**src/csp_defines.svh**
```systemverilog
`ifndef CSP_DEFINES_SVH
`define CSP_DEFINES_SVH

// ----------------------------------------
// Parameter numbers on the parameter port
// ----------------------------------------
`define CSP_PAR_PRESET      8'd28
`define CSP_PAR_BITRATE     8'd48
`define CSP_PAR_REF_LO      8'd60
`define CSP_PAR_REF_HI      8'd61
`define CSP_PAR_MPOS_LO     8'd62
`define CSP_PAR_MPOS_HI     8'd63
`define CSP_PAR_AUX_LO      8'd64
`define CSP_PAR_AUX_HI      8'd65
`define CSP_PAR_SPEED       8'd6
`define CSP_PAR_FBCFG       8'd70
`define CSP_PAR_CMD         8'd102
`define CSP_PAR_STATUS      8'd103
`define CSP_PAR_FFW_ACT     8'd104
`define CSP_PAR_FFW_RX      8'd105
`define CSP_PAR_PREF_LO     8'd114
`define CSP_PAR_PREF_HI     8'd115
`define CSP_PAR_REPLY_LO    8'd116
`define CSP_PAR_REPLY_HI    8'd117
`define CSP_PAR_GLOB_LO     8'd130
`define CSP_PAR_GLOB_HI     8'd131
`define CSP_PAR_SYNCCTL     8'd150
`define CSP_PAR_CAMCTL      8'd181
`define CSP_PAR_GAIN        8'd190

// ----------------------------------------
// Bit positions
// ----------------------------------------
`define CSP_FB_SEL_BIT      1
`define CSP_TX0_EN_BIT      2
`define CSP_REPLY_W_BIT     3
`define CSP_LOWRATE_BIT     4
`define CSP_TX1_EN_BIT      6
`define CSP_SYNC_BIT        8
`define CSP_RST_ZERO_BIT    10
`define CSP_RST_PRESET_BIT  11
`define CSP_RST_FOLLOW_BIT  12
`define CSP_TSEL_A_BIT      6
`define CSP_TSEL_B_BIT      7
`define CSP_VTAB_BIT        8
`define CSP_FIRST_CAM_GENERATOR_GLB_BIT    9
`define CSP_CAM2_GLB_BIT    10
`define CSP_POS_GLB_BIT     11
`define CSP_FIRST_CAM_GENERATOR_REF_BIT    13
`define CSP_CAM2_REF_BIT    14
`define CSP_POS_REF_BIT     15

// ----------------------------------------
// Values
// ----------------------------------------
`define CSP_OPM_CAN_POS     4'hf
`define CSP_FFW_LIMIT       32'sd9000
`define CSP_GAIN_RESET      16'h0004
`define CSP_FIFO_DEPTH      32
`define CSP_RATE_PARAM      2'h0
`define CSP_RATE_1M         2'h1
`define CSP_RATE_500K       2'h2

`endif

```
**src/csp_pkg.sv**
```systemverilog
package csp_pkg;

    // Sync sequencer states, one-hot
    typedef enum logic [1:0] {
        CSP_ST_IDLE = 2'b01,
        CSP_ST_WAIT = 2'b10
    } csp_state_t;

    // Whole state of the top module
    typedef struct packed {
        csp_state_t  fsm;
        logic [15:0] cmd;
        logic [15:0] status;
        logic [15:0] ffw_act;
        logic [15:0] ffw_rx;
        logic [31:0] pref_rx;
        logic [31:0] reply;
        logic [15:0] ctl;
        logic [15:0] cam;
        logic [15:0] fbcfg;
        logic [15:0] brate;
        logic [15:0] preset;
        logic [15:0] gain;
        logic [31:0] lref;
        logic [31:0] mpos;
        logic [31:0] aux;
        logic [31:0] glob;
        logic [31:0] res_prev;
        logic [31:0] enc_prev;
        logic        tx_req;
        logic [15:0] spd;
        logic [15:0] rstat;
        logic [1:0]  rate;
        logic [15:0] rdata;
        logic        rvalid;
    } csp_regs_t;

endpackage

```
**src/csp_position_ref.sv**
```systemverilog
`timescale 1ns/100ps
`include "csp_defines.svh"

// Behaviour
// - Mode 15 runs proportional position loop plus feed-forward from external profile.
// - Feedback select bit 0 uses resolver, 1 uses encoder.
// - Speed request is loop output plus feed-forward, feed-forward clamped to 9000.
// - Sync copies received feed-forward into active feed-forward.
// - Sync copies received 32-bit position reference into loop reference.
// - Sync copies motor position into the reply value.
// - Master sync sets the flag; device does copies then clears it.
// - Type 0 sync with type-0 transmit enable sends reply value.
// - Type 1 sync with type-1 transmit enable sends reply value.
// - Reply status is full 16 bits, or low byte when select set.
// - Bit-rate parameter zero: 500k with low-speed bit, else 1M.
// - Zero reset clears motor position and reference.
// - Preset reset loads both with shaft preset, clears auxiliary counter.
// - Follow reset copies motor position to reference, clears auxiliary counter.
// - Cam one global enable adds cam one output to global counter.
// - Cam two global enable adds cam two output to global counter.
// - Positioner global enable adds positioner output to global counter.
// - Three enables route cam and positioner outputs into loop reference.
// - Writable virtual table enable, reset to zero.
// - Cam two select bits 11,10,01,00 pick tables 0,1,2,3.

// ----------------------------------------
// Reply FIFO
// ----------------------------------------
module csp_fifo #(
    parameter int WIDTH = 32,
    parameter int DEPTH = 32
) (
    input  wire logic             mclk,
    input  wire logic             resetn,
    input  wire logic             in_valid,
    output logic                  in_ready,
    input  wire logic [WIDTH-1:0] in_data,
    output logic                  out_valid,
    input  wire logic             out_ready,
    output logic      [WIDTH-1:0] out_data
);
    localparam int AW = $clog2(DEPTH);

    logic [WIDTH-1:0] mem [DEPTH];
    logic [AW:0]      wr_q;
    logic [AW:0]      rd_q;
    logic             push;
    logic             pop;

    // Extra pointer bit tells full from empty
    assign in_ready  = !((wr_q[AW] != rd_q[AW]) && (wr_q[AW-1:0] == rd_q[AW-1:0]));
    assign out_valid = (wr_q != rd_q);
    assign push      = in_valid && in_ready;
    assign pop       = out_valid && out_ready;
    assign out_data  = mem[rd_q[AW-1:0]];

    // Storage has no reset; only pointers matter
    always_ff @(posedge mclk) begin
        if (push) begin
            mem[wr_q[AW-1:0]] <= in_data;
        end
    end

    // Pointers
    always_ff @(posedge mclk or negedge resetn) begin
        if (!resetn) begin
            wr_q <= '0;
            rd_q <= '0;
        end else begin
            if (push) begin
                wr_q <= wr_q + 1'b1;
            end
            if (pop) begin
                rd_q <= rd_q + 1'b1;
            end
        end
    end
endmodule

// ----------------------------------------
// Position reference block
// ----------------------------------------
module csp_position_ref
    import csp_pkg::*;
(
    input  wire logic        mclk,
    input  wire logic        resetn,
    input  wire logic [3:0]  operating_mode,
    input  wire logic        par_wr,
    input  wire logic        par_rd,
    input  wire logic [7:0]  par_addr,
    input  wire logic [15:0] par_wdata,
    output logic      [15:0] par_rdata,
    output logic             par_rvalid,
    input  wire logic        can_sync_valid,
    input  wire logic        can_sync_type,
    input  wire logic [31:0] resolver_pos,
    input  wire logic [31:0] encoder_pos,
    input  wire logic [31:0] first_cam_generator_delta,
    input  wire logic [31:0] cam2_delta,
    input  wire logic [31:0] positioner_delta,
    output logic             tx_valid,
    input  wire logic        tx_ready,
    output logic      [31:0] tx_data,
    output logic      [15:0] speed_request_value,
    output logic      [15:0] reply_status,
    output logic             reply_status_byte,
    output logic      [1:0]  bitrate_code,
    output logic      [1:0]  cam2_table_sel,
    output logic             virtual_table_enable,
    output logic             sync_latch_flag
);

    csp_regs_t q;
    csp_regs_t d;
    logic      fifo_in_valid;
    logic      fifo_in_ready;

    // ----------------------------------------
    // Helpers
    // ----------------------------------------

    // Feed-forward clamp
    function automatic logic [15:0] clamp_ffw(input logic signed [31:0] v);
        if (v > `CSP_FFW_LIMIT) begin
            clamp_ffw = 16'(`CSP_FFW_LIMIT);
        end else if (v < -`CSP_FFW_LIMIT) begin
            clamp_ffw = 16'(-`CSP_FFW_LIMIT);
        end else begin
            clamp_ffw = v[15:0];
        end
    endfunction

    // Saturate to a signed 16-bit word
    function automatic logic [15:0] sat16(input logic signed [31:0] v);
        if (v > 32'sd32767) begin
            sat16 = 16'h7fff;
        end else if (v < -32'sd32768) begin
            sat16 = 16'h8000;
        end else begin
            sat16 = v[15:0];
        end
    endfunction

    // Sign-extend a 16-bit value
    function automatic logic [31:0] sx16(input logic [15:0] v);
        sx16 = {{16{v[15]}}, v};
    endfunction

    // Parameter read mux; unknown numbers read zero
    function automatic logic [15:0] read_par(input csp_regs_t s, input logic [7:0] a);
        case (a)
            `CSP_PAR_PRESET:   read_par = s.preset;
            `CSP_PAR_BITRATE:  read_par = s.brate;
            `CSP_PAR_REF_LO:   read_par = s.lref[15:0];
            `CSP_PAR_REF_HI:   read_par = s.lref[31:16];
            `CSP_PAR_MPOS_LO:  read_par = s.mpos[15:0];
            `CSP_PAR_MPOS_HI:  read_par = s.mpos[31:16];
            `CSP_PAR_AUX_LO:   read_par = s.aux[15:0];
            `CSP_PAR_AUX_HI:   read_par = s.aux[31:16];
            `CSP_PAR_SPEED:    read_par = s.spd;
            `CSP_PAR_FBCFG:    read_par = s.fbcfg;
            `CSP_PAR_CMD:      read_par = s.cmd;
            `CSP_PAR_STATUS:   read_par = s.status;
            `CSP_PAR_FFW_ACT:  read_par = s.ffw_act;
            `CSP_PAR_FFW_RX:   read_par = s.ffw_rx;
            `CSP_PAR_PREF_LO:  read_par = s.pref_rx[15:0];
            `CSP_PAR_PREF_HI:  read_par = s.pref_rx[31:16];
            `CSP_PAR_REPLY_LO: read_par = s.reply[15:0];
            `CSP_PAR_REPLY_HI: read_par = s.reply[31:16];
            `CSP_PAR_GLOB_LO:  read_par = s.glob[15:0];
            `CSP_PAR_GLOB_HI:  read_par = s.glob[31:16];
            `CSP_PAR_SYNCCTL:  read_par = s.ctl;
            `CSP_PAR_CAMCTL:   read_par = s.cam;
            `CSP_PAR_GAIN:     read_par = s.gain;
            default:           read_par = 16'h0000;
        endcase
    endfunction

    // ----------------------------------------
    // Next-state logic
    // ----------------------------------------
    always_comb begin
        logic [31:0]        res_dlt;
        logic [31:0]        enc_dlt;
        logic [31:0]        fb_dlt;
        logic [31:0]        ref_add;
        logic [31:0]        glb_add;
        logic signed [31:0] err;
        logic signed [31:0] loop_out;
        logic               tx_need;
        d             = q;
        res_dlt       = resolver_pos - q.res_prev;
        enc_dlt       = encoder_pos - q.enc_prev;
        fb_dlt        = '0;
        ref_add       = '0;
        glb_add       = '0;
        err           = '0;
        loop_out      = '0;
        tx_need       = 1'b0;
        fifo_in_valid = 1'b0;
        d.rvalid      = 1'b0;
        d.res_prev    = resolver_pos;
        d.enc_prev    = encoder_pos;

        // Motor count follows the selected feedback; aux follows the encoder
        fb_dlt = q.fbcfg[`CSP_FB_SEL_BIT] ? enc_dlt : res_dlt;
        d.mpos = q.mpos + fb_dlt;
        d.aux  = q.aux + enc_dlt;

        // Generator outputs into the global counter
        if (q.cam[`CSP_FIRST_CAM_GENERATOR_GLB_BIT]) begin
            glb_add = glb_add + first_cam_generator_delta;
        end
        if (q.cam[`CSP_CAM2_GLB_BIT]) begin
            glb_add = glb_add + cam2_delta;
        end
        if (q.cam[`CSP_POS_GLB_BIT]) begin
            glb_add = glb_add + positioner_delta;
        end
        d.glob = q.glob + glb_add;

        // Generator outputs into the loop reference
        if (q.cam[`CSP_FIRST_CAM_GENERATOR_REF_BIT]) begin
            ref_add = ref_add + first_cam_generator_delta;
        end
        if (q.cam[`CSP_CAM2_REF_BIT]) begin
            ref_add = ref_add + cam2_delta;
        end
        if (q.cam[`CSP_POS_REF_BIT]) begin
            ref_add = ref_add + positioner_delta;
        end
        d.lref = q.lref + ref_add;

        // Position resets; only the lowest set bit acts, all three bits clear
        if (q.ctl[`CSP_RST_ZERO_BIT]) begin
            d.mpos = '0;
            d.lref = '0;
        end else if (q.ctl[`CSP_RST_PRESET_BIT]) begin
            d.mpos = sx16(q.preset);
            d.lref = sx16(q.preset);
            d.aux  = '0;
        end else if (q.ctl[`CSP_RST_FOLLOW_BIT]) begin
            d.lref = q.mpos;
            d.aux  = '0;
        end
        d.ctl[`CSP_RST_ZERO_BIT]   = 1'b0;
        d.ctl[`CSP_RST_PRESET_BIT] = 1'b0;
        d.ctl[`CSP_RST_FOLLOW_BIT] = 1'b0;

        // Sync sequencer; a full reply FIFO holds the flag until room appears
        tx_need = q.tx_req;
        unique case (q.fsm)
            CSP_ST_IDLE, CSP_ST_WAIT: begin
                d.fsm = CSP_ST_IDLE;
                if (q.ctl[`CSP_SYNC_BIT]) begin
                    if (!tx_need || fifo_in_ready) begin
                        d.ffw_act                = q.ffw_rx;
                        d.lref                   = q.pref_rx;
                        d.reply                  = q.mpos;
                        fifo_in_valid            = tx_need;
                        d.tx_req                 = 1'b0;
                        d.ctl[`CSP_SYNC_BIT]     = 1'b0;
                    end else begin
                        d.fsm = CSP_ST_WAIT;
                    end
                end
            end
        endcase

        // Parameter writes
        if (par_wr) begin
            case (par_addr)
                `CSP_PAR_PRESET:   d.preset       = par_wdata;
                `CSP_PAR_BITRATE:  d.brate        = par_wdata;
                `CSP_PAR_FBCFG:    d.fbcfg        = par_wdata;
                `CSP_PAR_CMD:      d.cmd          = par_wdata;
                `CSP_PAR_STATUS:   d.status       = par_wdata;
                `CSP_PAR_FFW_ACT:  d.ffw_act      = clamp_ffw(sx16(par_wdata));
                `CSP_PAR_FFW_RX:   d.ffw_rx       = clamp_ffw(sx16(par_wdata));
                `CSP_PAR_PREF_LO:  d.pref_rx[15:0]  = par_wdata;
                `CSP_PAR_PREF_HI:  d.pref_rx[31:16] = par_wdata;
                `CSP_PAR_REPLY_LO: d.reply[15:0]    = par_wdata;
                `CSP_PAR_REPLY_HI: d.reply[31:16]   = par_wdata;
                `CSP_PAR_SYNCCTL:  d.ctl          = par_wdata;
                `CSP_PAR_CAMCTL:   d.cam          = par_wdata;
                `CSP_PAR_GAIN:     d.gain         = par_wdata;
                default:           d.rvalid       = 1'b0;
            endcase
        end

        // Master sync arrives last so it wins over a clearing write
        if (can_sync_valid) begin
            d.ctl[`CSP_SYNC_BIT] = 1'b1;
            d.tx_req = can_sync_type ? q.ctl[`CSP_TX1_EN_BIT]
                                     : q.ctl[`CSP_TX0_EN_BIT];
        end

        // Proportional loop; gain is a right shift to keep it multiplier-free
        err      = $signed(q.lref - q.mpos);
        loop_out = err >>> q.gain[4:0];
        if (operating_mode == `CSP_OPM_CAN_POS) begin
            d.spd = sat16(loop_out + $signed(sx16(q.ffw_act)));
        end else begin
            d.spd = 16'h0000;
        end

        // Reply status width
        d.rstat = q.ctl[`CSP_REPLY_W_BIT] ? {8'h00, q.status[7:0]} : q.status;

        // Real-time bit rate
        if (q.brate == 16'h0000) begin
            d.rate = q.ctl[`CSP_LOWRATE_BIT] ? `CSP_RATE_500K : `CSP_RATE_1M;
        end else begin
            d.rate = `CSP_RATE_PARAM;
        end

        // Registered read answer
        if (par_rd) begin
            d.rdata  = read_par(q, par_addr);
            d.rvalid = 1'b1;
        end
    end

    // ----------------------------------------
    // State register
    // ----------------------------------------
    always_ff @(posedge mclk or negedge resetn) begin
        if (!resetn) begin
            q       <= '0;
            q.fsm   <= CSP_ST_IDLE;
            q.gain  <= `CSP_GAIN_RESET;
            q.rate  <= `CSP_RATE_1M;
        end else begin
            q <= d;
        end
    end

    // ----------------------------------------
    // Reply FIFO toward the CAN transmitter
    // ----------------------------------------
    csp_fifo #(
        .WIDTH (32),
        .DEPTH (`CSP_FIFO_DEPTH)
    ) u_fifo (
        .mclk      (mclk),
        .resetn    (resetn),
        .in_valid  (fifo_in_valid),
        .in_ready  (fifo_in_ready),
        .in_data   (q.mpos),
        .out_valid (tx_valid),
        .out_ready (tx_ready),
        .out_data  (tx_data)
    );

    // ----------------------------------------
    // Outputs
    // ----------------------------------------
    assign par_rdata            = q.rdata;
    assign par_rvalid           = q.rvalid;
    assign speed_request_value  = q.spd;
    assign reply_status         = q.rstat;
    assign reply_status_byte    = q.ctl[`CSP_REPLY_W_BIT];
    assign bitrate_code         = q.rate;
    assign cam2_table_sel       = ~{q.cam[`CSP_TSEL_A_BIT], q.cam[`CSP_TSEL_B_BIT]};
    assign virtual_table_enable = q.cam[`CSP_VTAB_BIT];
    assign sync_latch_flag      = q.ctl[`CSP_SYNC_BIT];

endmodule

```
**config.mk**
```make
export PLATFORM = sky130hd
export DESIGN_NAME = csp_position_ref
export DESIGN_NICKNAME = d
export VERILOG_FILES = /design/src/csp_pkg.sv /design/src/csp_position_ref.sv
export VERILOG_INCLUDE_DIRS = /design/src /design/src/src
export SDC_FILE = /design/constraint.sdc
export NUM_CORES = 2
export LEC_CHECK = 0
export ABC_AREA = 1
export BUFFER_PORTS_ARGS = -buffer_cell sky130_fd_sc_hd__buf_2
export CAP_MARGIN = 20
export CORE_MARGIN = 5
export CORE_UTILIZATION = 60
export DETAILED_ROUTE_END_ITERATION = 10
export HOLD_SLACK_MARGIN = 0.02
export MAX_ROUTING_LAYER = met4
export PLACE_DENSITY = 0.75
export SLEW_MARGIN = 40
export SYNTH_ARGS = -nofsm -noshare
export SYNTH_HDL_FRONTEND = slang
export SYNTH_SLANG_ARGS = --single-unit
```
**constraint.sdc**
```tcl
create_clock -name mclk -period 8 [get_ports mclk]
set_input_delay 2.4 -clock mclk [delete_from_list [all_inputs] [get_ports mclk]]
set_output_delay 2.4 -clock mclk [all_outputs]
set_load 0.02 [all_outputs]
```
==> results by group <==
STA
  – Max_slew headroom: 0.3553
  – Min Tclk post-route: 7566 ps
  – F_max: 0.1322 GHz
  – Tcrit/Tclk final: 0.9457
  – Slew @ Worst Pin: 961.1 ps
  – Post-route setup slack: 434.4 ps
  – Hold Slack: 416.5 ps
  – Final setup fails: 0
  – Slew Viols, Final: 0
  – Clock Skews: 35.55 ps
  – Final hold violations: 0

GRT
  – Vias in the first global route: 74220
  – Gr ovfl total: 0
  – Total track usage: 0.4268
  – First-pass GRT wire length: 460.4 mm
  – Largest net degree at the start of global routing: 205
  – Initial antenna violation count: 12

Flow run
  – Total of max-cap violations: 0

Placement
  – DP Worst Slack: -447.6 ps
  – Post-DP HPWL: 224.0 mm
  – Post-DP Area: 91040 um2
  – PortBufs: 283
  – GP Congestion: 1.066

Worst setup path
  – Reg-to-Reg Start: q[195]$_DFF_PN0_
  – WP data arrival: 8240 ps
  – CP max-delay cell: fa_1
  – WP data required: 8680 ps
  – CP startpoint: first_cam_generator_delta[0]
  – R2R cell count: 35
  – Cell mode on critical path: nand2_1
  – RR Endpoint: speed_request_value[2]$_DFF_PN0_
  – Critical path's largest stage delay: 430 ps
  – Largest driver fanout on the critical path: 4
  – Endpoint type of the worst setup path: register
  – R2R Setup Slk: 1170 ps
  – Critical Path Start Type: input port
  – Critical Path End: q[146]$_DFF_PN0_
  – Crit Path Category: in2reg

Clock tree
  – CTS tree: yes
  – Clk_lat worst skew: 810 ps
  – CTS Buf Count: 150
  – Max Root-Sink Buffers: 3
  – Hold Buf Count CTS: 0
  – Clock root buffer: clkbuf_16
  – # clock sinks: 1506
  – CTS clk-pin slew, worst paths: 60 ps
  – H-tree depth: 4

Floorplan
  – Top Ports: 284
  – Die Width: 386.1 um
  – Die Span Y: 386.1 um
  – Initial Utilization: 0.6017
  – Die Footprint: 149100 um2
  – CORE AREA: 141100 um2
  – # rows: 138

Power and ir drop
  – LEAKAGE: 41.25 nW
  – Pwr/cell area: 337.1 nW/um2
  – Worst IR drop on VDD: 427.2 uV

Yosys
  – Yosys reg bits: 1506
  – Synth warn: 0
  – Syn Inst Count: 9708
  – Post-Syn Area per Cell: 8.744 um2
  – Share of the yosys chip area belonging to registers: 0.5044
  – Syn nets: 10290
  – Synthesized area: 84880 um2
  – Number of distinct library cells after synthesis: 70
  – Number of synthesized flops with an enable pin: 1024
  – Async set or reset register ratio after synthesis: 0.3201
  – Main flop type after synthesis: edfxtp_1

Drt
  – Drt pass-1 iters: 11
  – Wire per inst: 25.82 um
  – Initial drt markers: 10344
  – Residual DRC: 4
  – Post-route ant nets: 0
  – Via count: 77335
  – Via-to-Cell Ratio: 6.329
  – WL final: 315.5 mm

Status
  – Violated checks: DRC
  – Outcome: finished, violations left

Hold path
  – Hold Crit Class: reg2reg

Cells and area
  – Share of cells above drive strength 1: 0.1169
  – Post-route cell area: 96120 um2
  – Area Overhead vs Synth: 13.24%
  – Fillcell total: 11194
  – Fin nets: 10780
-- stage by stage --
| stage | utilization | instances | setup TNS [ps] | power, mW |
|---|---|---|---|---|
| CTS | 0.6803 | 12206 | 0 | 31.94 |
| global route | 0.6813 | 12217 | -10.48 | 33.90 |
| finish | 0.6814 | 12220 | 0 | 32.41 |
| floorplan | - | 9708 | 0 | 19.38 |
| global placement | 0.6445 | 11931 | -1941 | 24.43 |
| detailed placement | 0.6453 | 11934 | -3269 | 24.76 |
-- cell type report --
class | count | area (um2) | share of cell area
Antenna cell | 12 | 30.03 | 0.0003124
Clock buffer | 197 | 4071 | 0.04236
Clock inverter | 75 | 859.6 | 0.008942
Inverter | 952 | 3591 | 0.03736
Multi-Input combinational cell | 6790 | 36870 | 0.3836
Sequential cell | 1506 | 42830 | 0.4456
Tap cell | 1890 | 2365 | 0.02460
Timing Repair Buffer | 798 | 5507 | 0.05729
-- sequential cells by signal, indices dropped and copies added (netlist names) --
signal	flops
virtual_table_enable	1
u_fifo.rd_q	6
par_rdata	16
bitrate_code	2
q	416
speed_request_value	16
reply_status_byte	1
sync_latch_flag	1
par_rvalid	1
reply_status	16
u_fifo.mem	1024
u_fifo.wr_q	6
-- synthesized netlist by cell type (9+ instances only) --
cell | number | area (um2)
nor2_1 | 988 | 3709
o21ai_1 | 41 | 205.2
buf_4 | 55 | 412.9
xnor2_1 | 79 | 691.9
inv_1 | 936 | 3513
edfxtp_1 | 1024 | 30750
a2111oi_0 | 10 | 87.58
a221oi_1 | 63 | 551.8
clkbuf_1 | 350 | 1314
and2_1 | 17 | 106.4
xor2_1 | 124 | 1086
o21a_1 | 30 | 225.2
a21boi_0 | 22 | 165.2
o21ai_0 | 1246 | 6236
o221ai_1 | 110 | 963.4
buf_1 | 28 | 105.1
nor4_1 | 28 | 175.2
nand4_1 | 111 | 694.4
o31ai_1 | 10 | 75.07
a31oi_1 | 52 | 325.3
nand3_1 | 490 | 2452
a21o_1 | 35 | 262.8
o21ai_2 | 9 | 78.83
o22ai_1 | 213 | 1333
or2_2 | 34 | 212.7
nand2_2 | 25 | 156.4
o2111ai_1 | 16 | 140.1
buf_2 | 24 | 120.1
nor3_1 | 77 | 385.4
fa_1 | 12 | 240.2
a22o_1 | 21 | 183.9
o21bai_1 | 28 | 210.2
nor2_2 | 9 | 56.30
nand3b_1 | 11 | 82.58
o211ai_1 | 85 | 638.1
ha_1 | 375 | 4692
dfrtp_1 | 479 | 11990
a21oi_2 | 11 | 96.34
inv_2 | 9 | 33.78
a21oi_1 | 544 | 2723
nand2_1 | 1819 | 6828
-- critical path, delay by kind of cell --
kind	cells	cell delay (ps)
compound gates	13	2420
xor+xnor	2	280
fa+ha+maj	4	1230
buf+inv	6	740
simple gates	12	1160
-- logic make-up (layout without fill, tap and decap cells) --
logic type	after synthesis	in the layout	synth area share
simple gates	3630	3630	0.1774
fa+ha+maj	387	387	0.05811
buf+inv	1412	2022	0.06564
xor+xnor	204	204	0.02114
flops	1506	1506	0.5044
other cells	0	12	0
mux	1	1	0.0001179
compound gates	2568	2568	0.1733
-- layer usage --
metal	global-route usage	vias to the layer above	share of wire
li1	-	34776	-
met1	0.5040	36326	0.35
met2	0.6597	4913	0.45
met3	0.09609	1320	0.11
met4	0.2834	0	0.087
met5	-	-	0
-- worst min-delay path by stage --
stage | startpoint | endpoint | slack, ps | cells after the start
detailed placement | q[328]$_DFFE_PN0P_ | bitrate_code[0]$_DFF_PN1_ | 380 | 1
finish | q[328]$_DFFE_PN0P_ | bitrate_code[0]$_DFF_PN1_ | 420 | 1
CTS | q[328]$_DFFE_PN0P_ | bitrate_code[0]$_DFF_PN1_ | 410 | 1
global route | q[328]$_DFFE_PN0P_ | bitrate_code[0]$_DFF_PN1_ | 440 | 1
floorplan | q[328]$_DFFE_PN0P_ | bitrate_code[0]$_DFF_PN1_ | 370 | 1
global placement | q[328]$_DFFE_PN0P_ | bitrate_code[0]$_DFF_PN1_ | 380 | 1
-- report_power, final --
| part | leakage, nW | switching, mW | internal (mW) |
|---|---|---|---|
| registers | 15.2 | 0.881 | 9.84 |
| clock network | 2.40 | 3.10 | 4.04 |
| logic | 23.6 | 10.3 | 4.29 |
-- what timing repair did --
item,in CTS,in global routing
hold endpoints to repair,0,0
setup buffers,0,1
setup endpoints to repair,0,8
gates resized for setup,0,14
-- placed cells by master, fill, tap and decap left out, types with 151 or more instances in the layout --
cell and instances:
o21ai_0 1237, nand2_1 1806, nor2_1 957, buf_4 499
a21oi_1 542, dfrtp_1 473, clkbuf_16 151, o22ai_1 213
nand3_1 489, inv_1 927, buf_2 282, edfxtp_1 1024
ha_1 374
No activity file was read; power rests on OpenSTA's default activity.
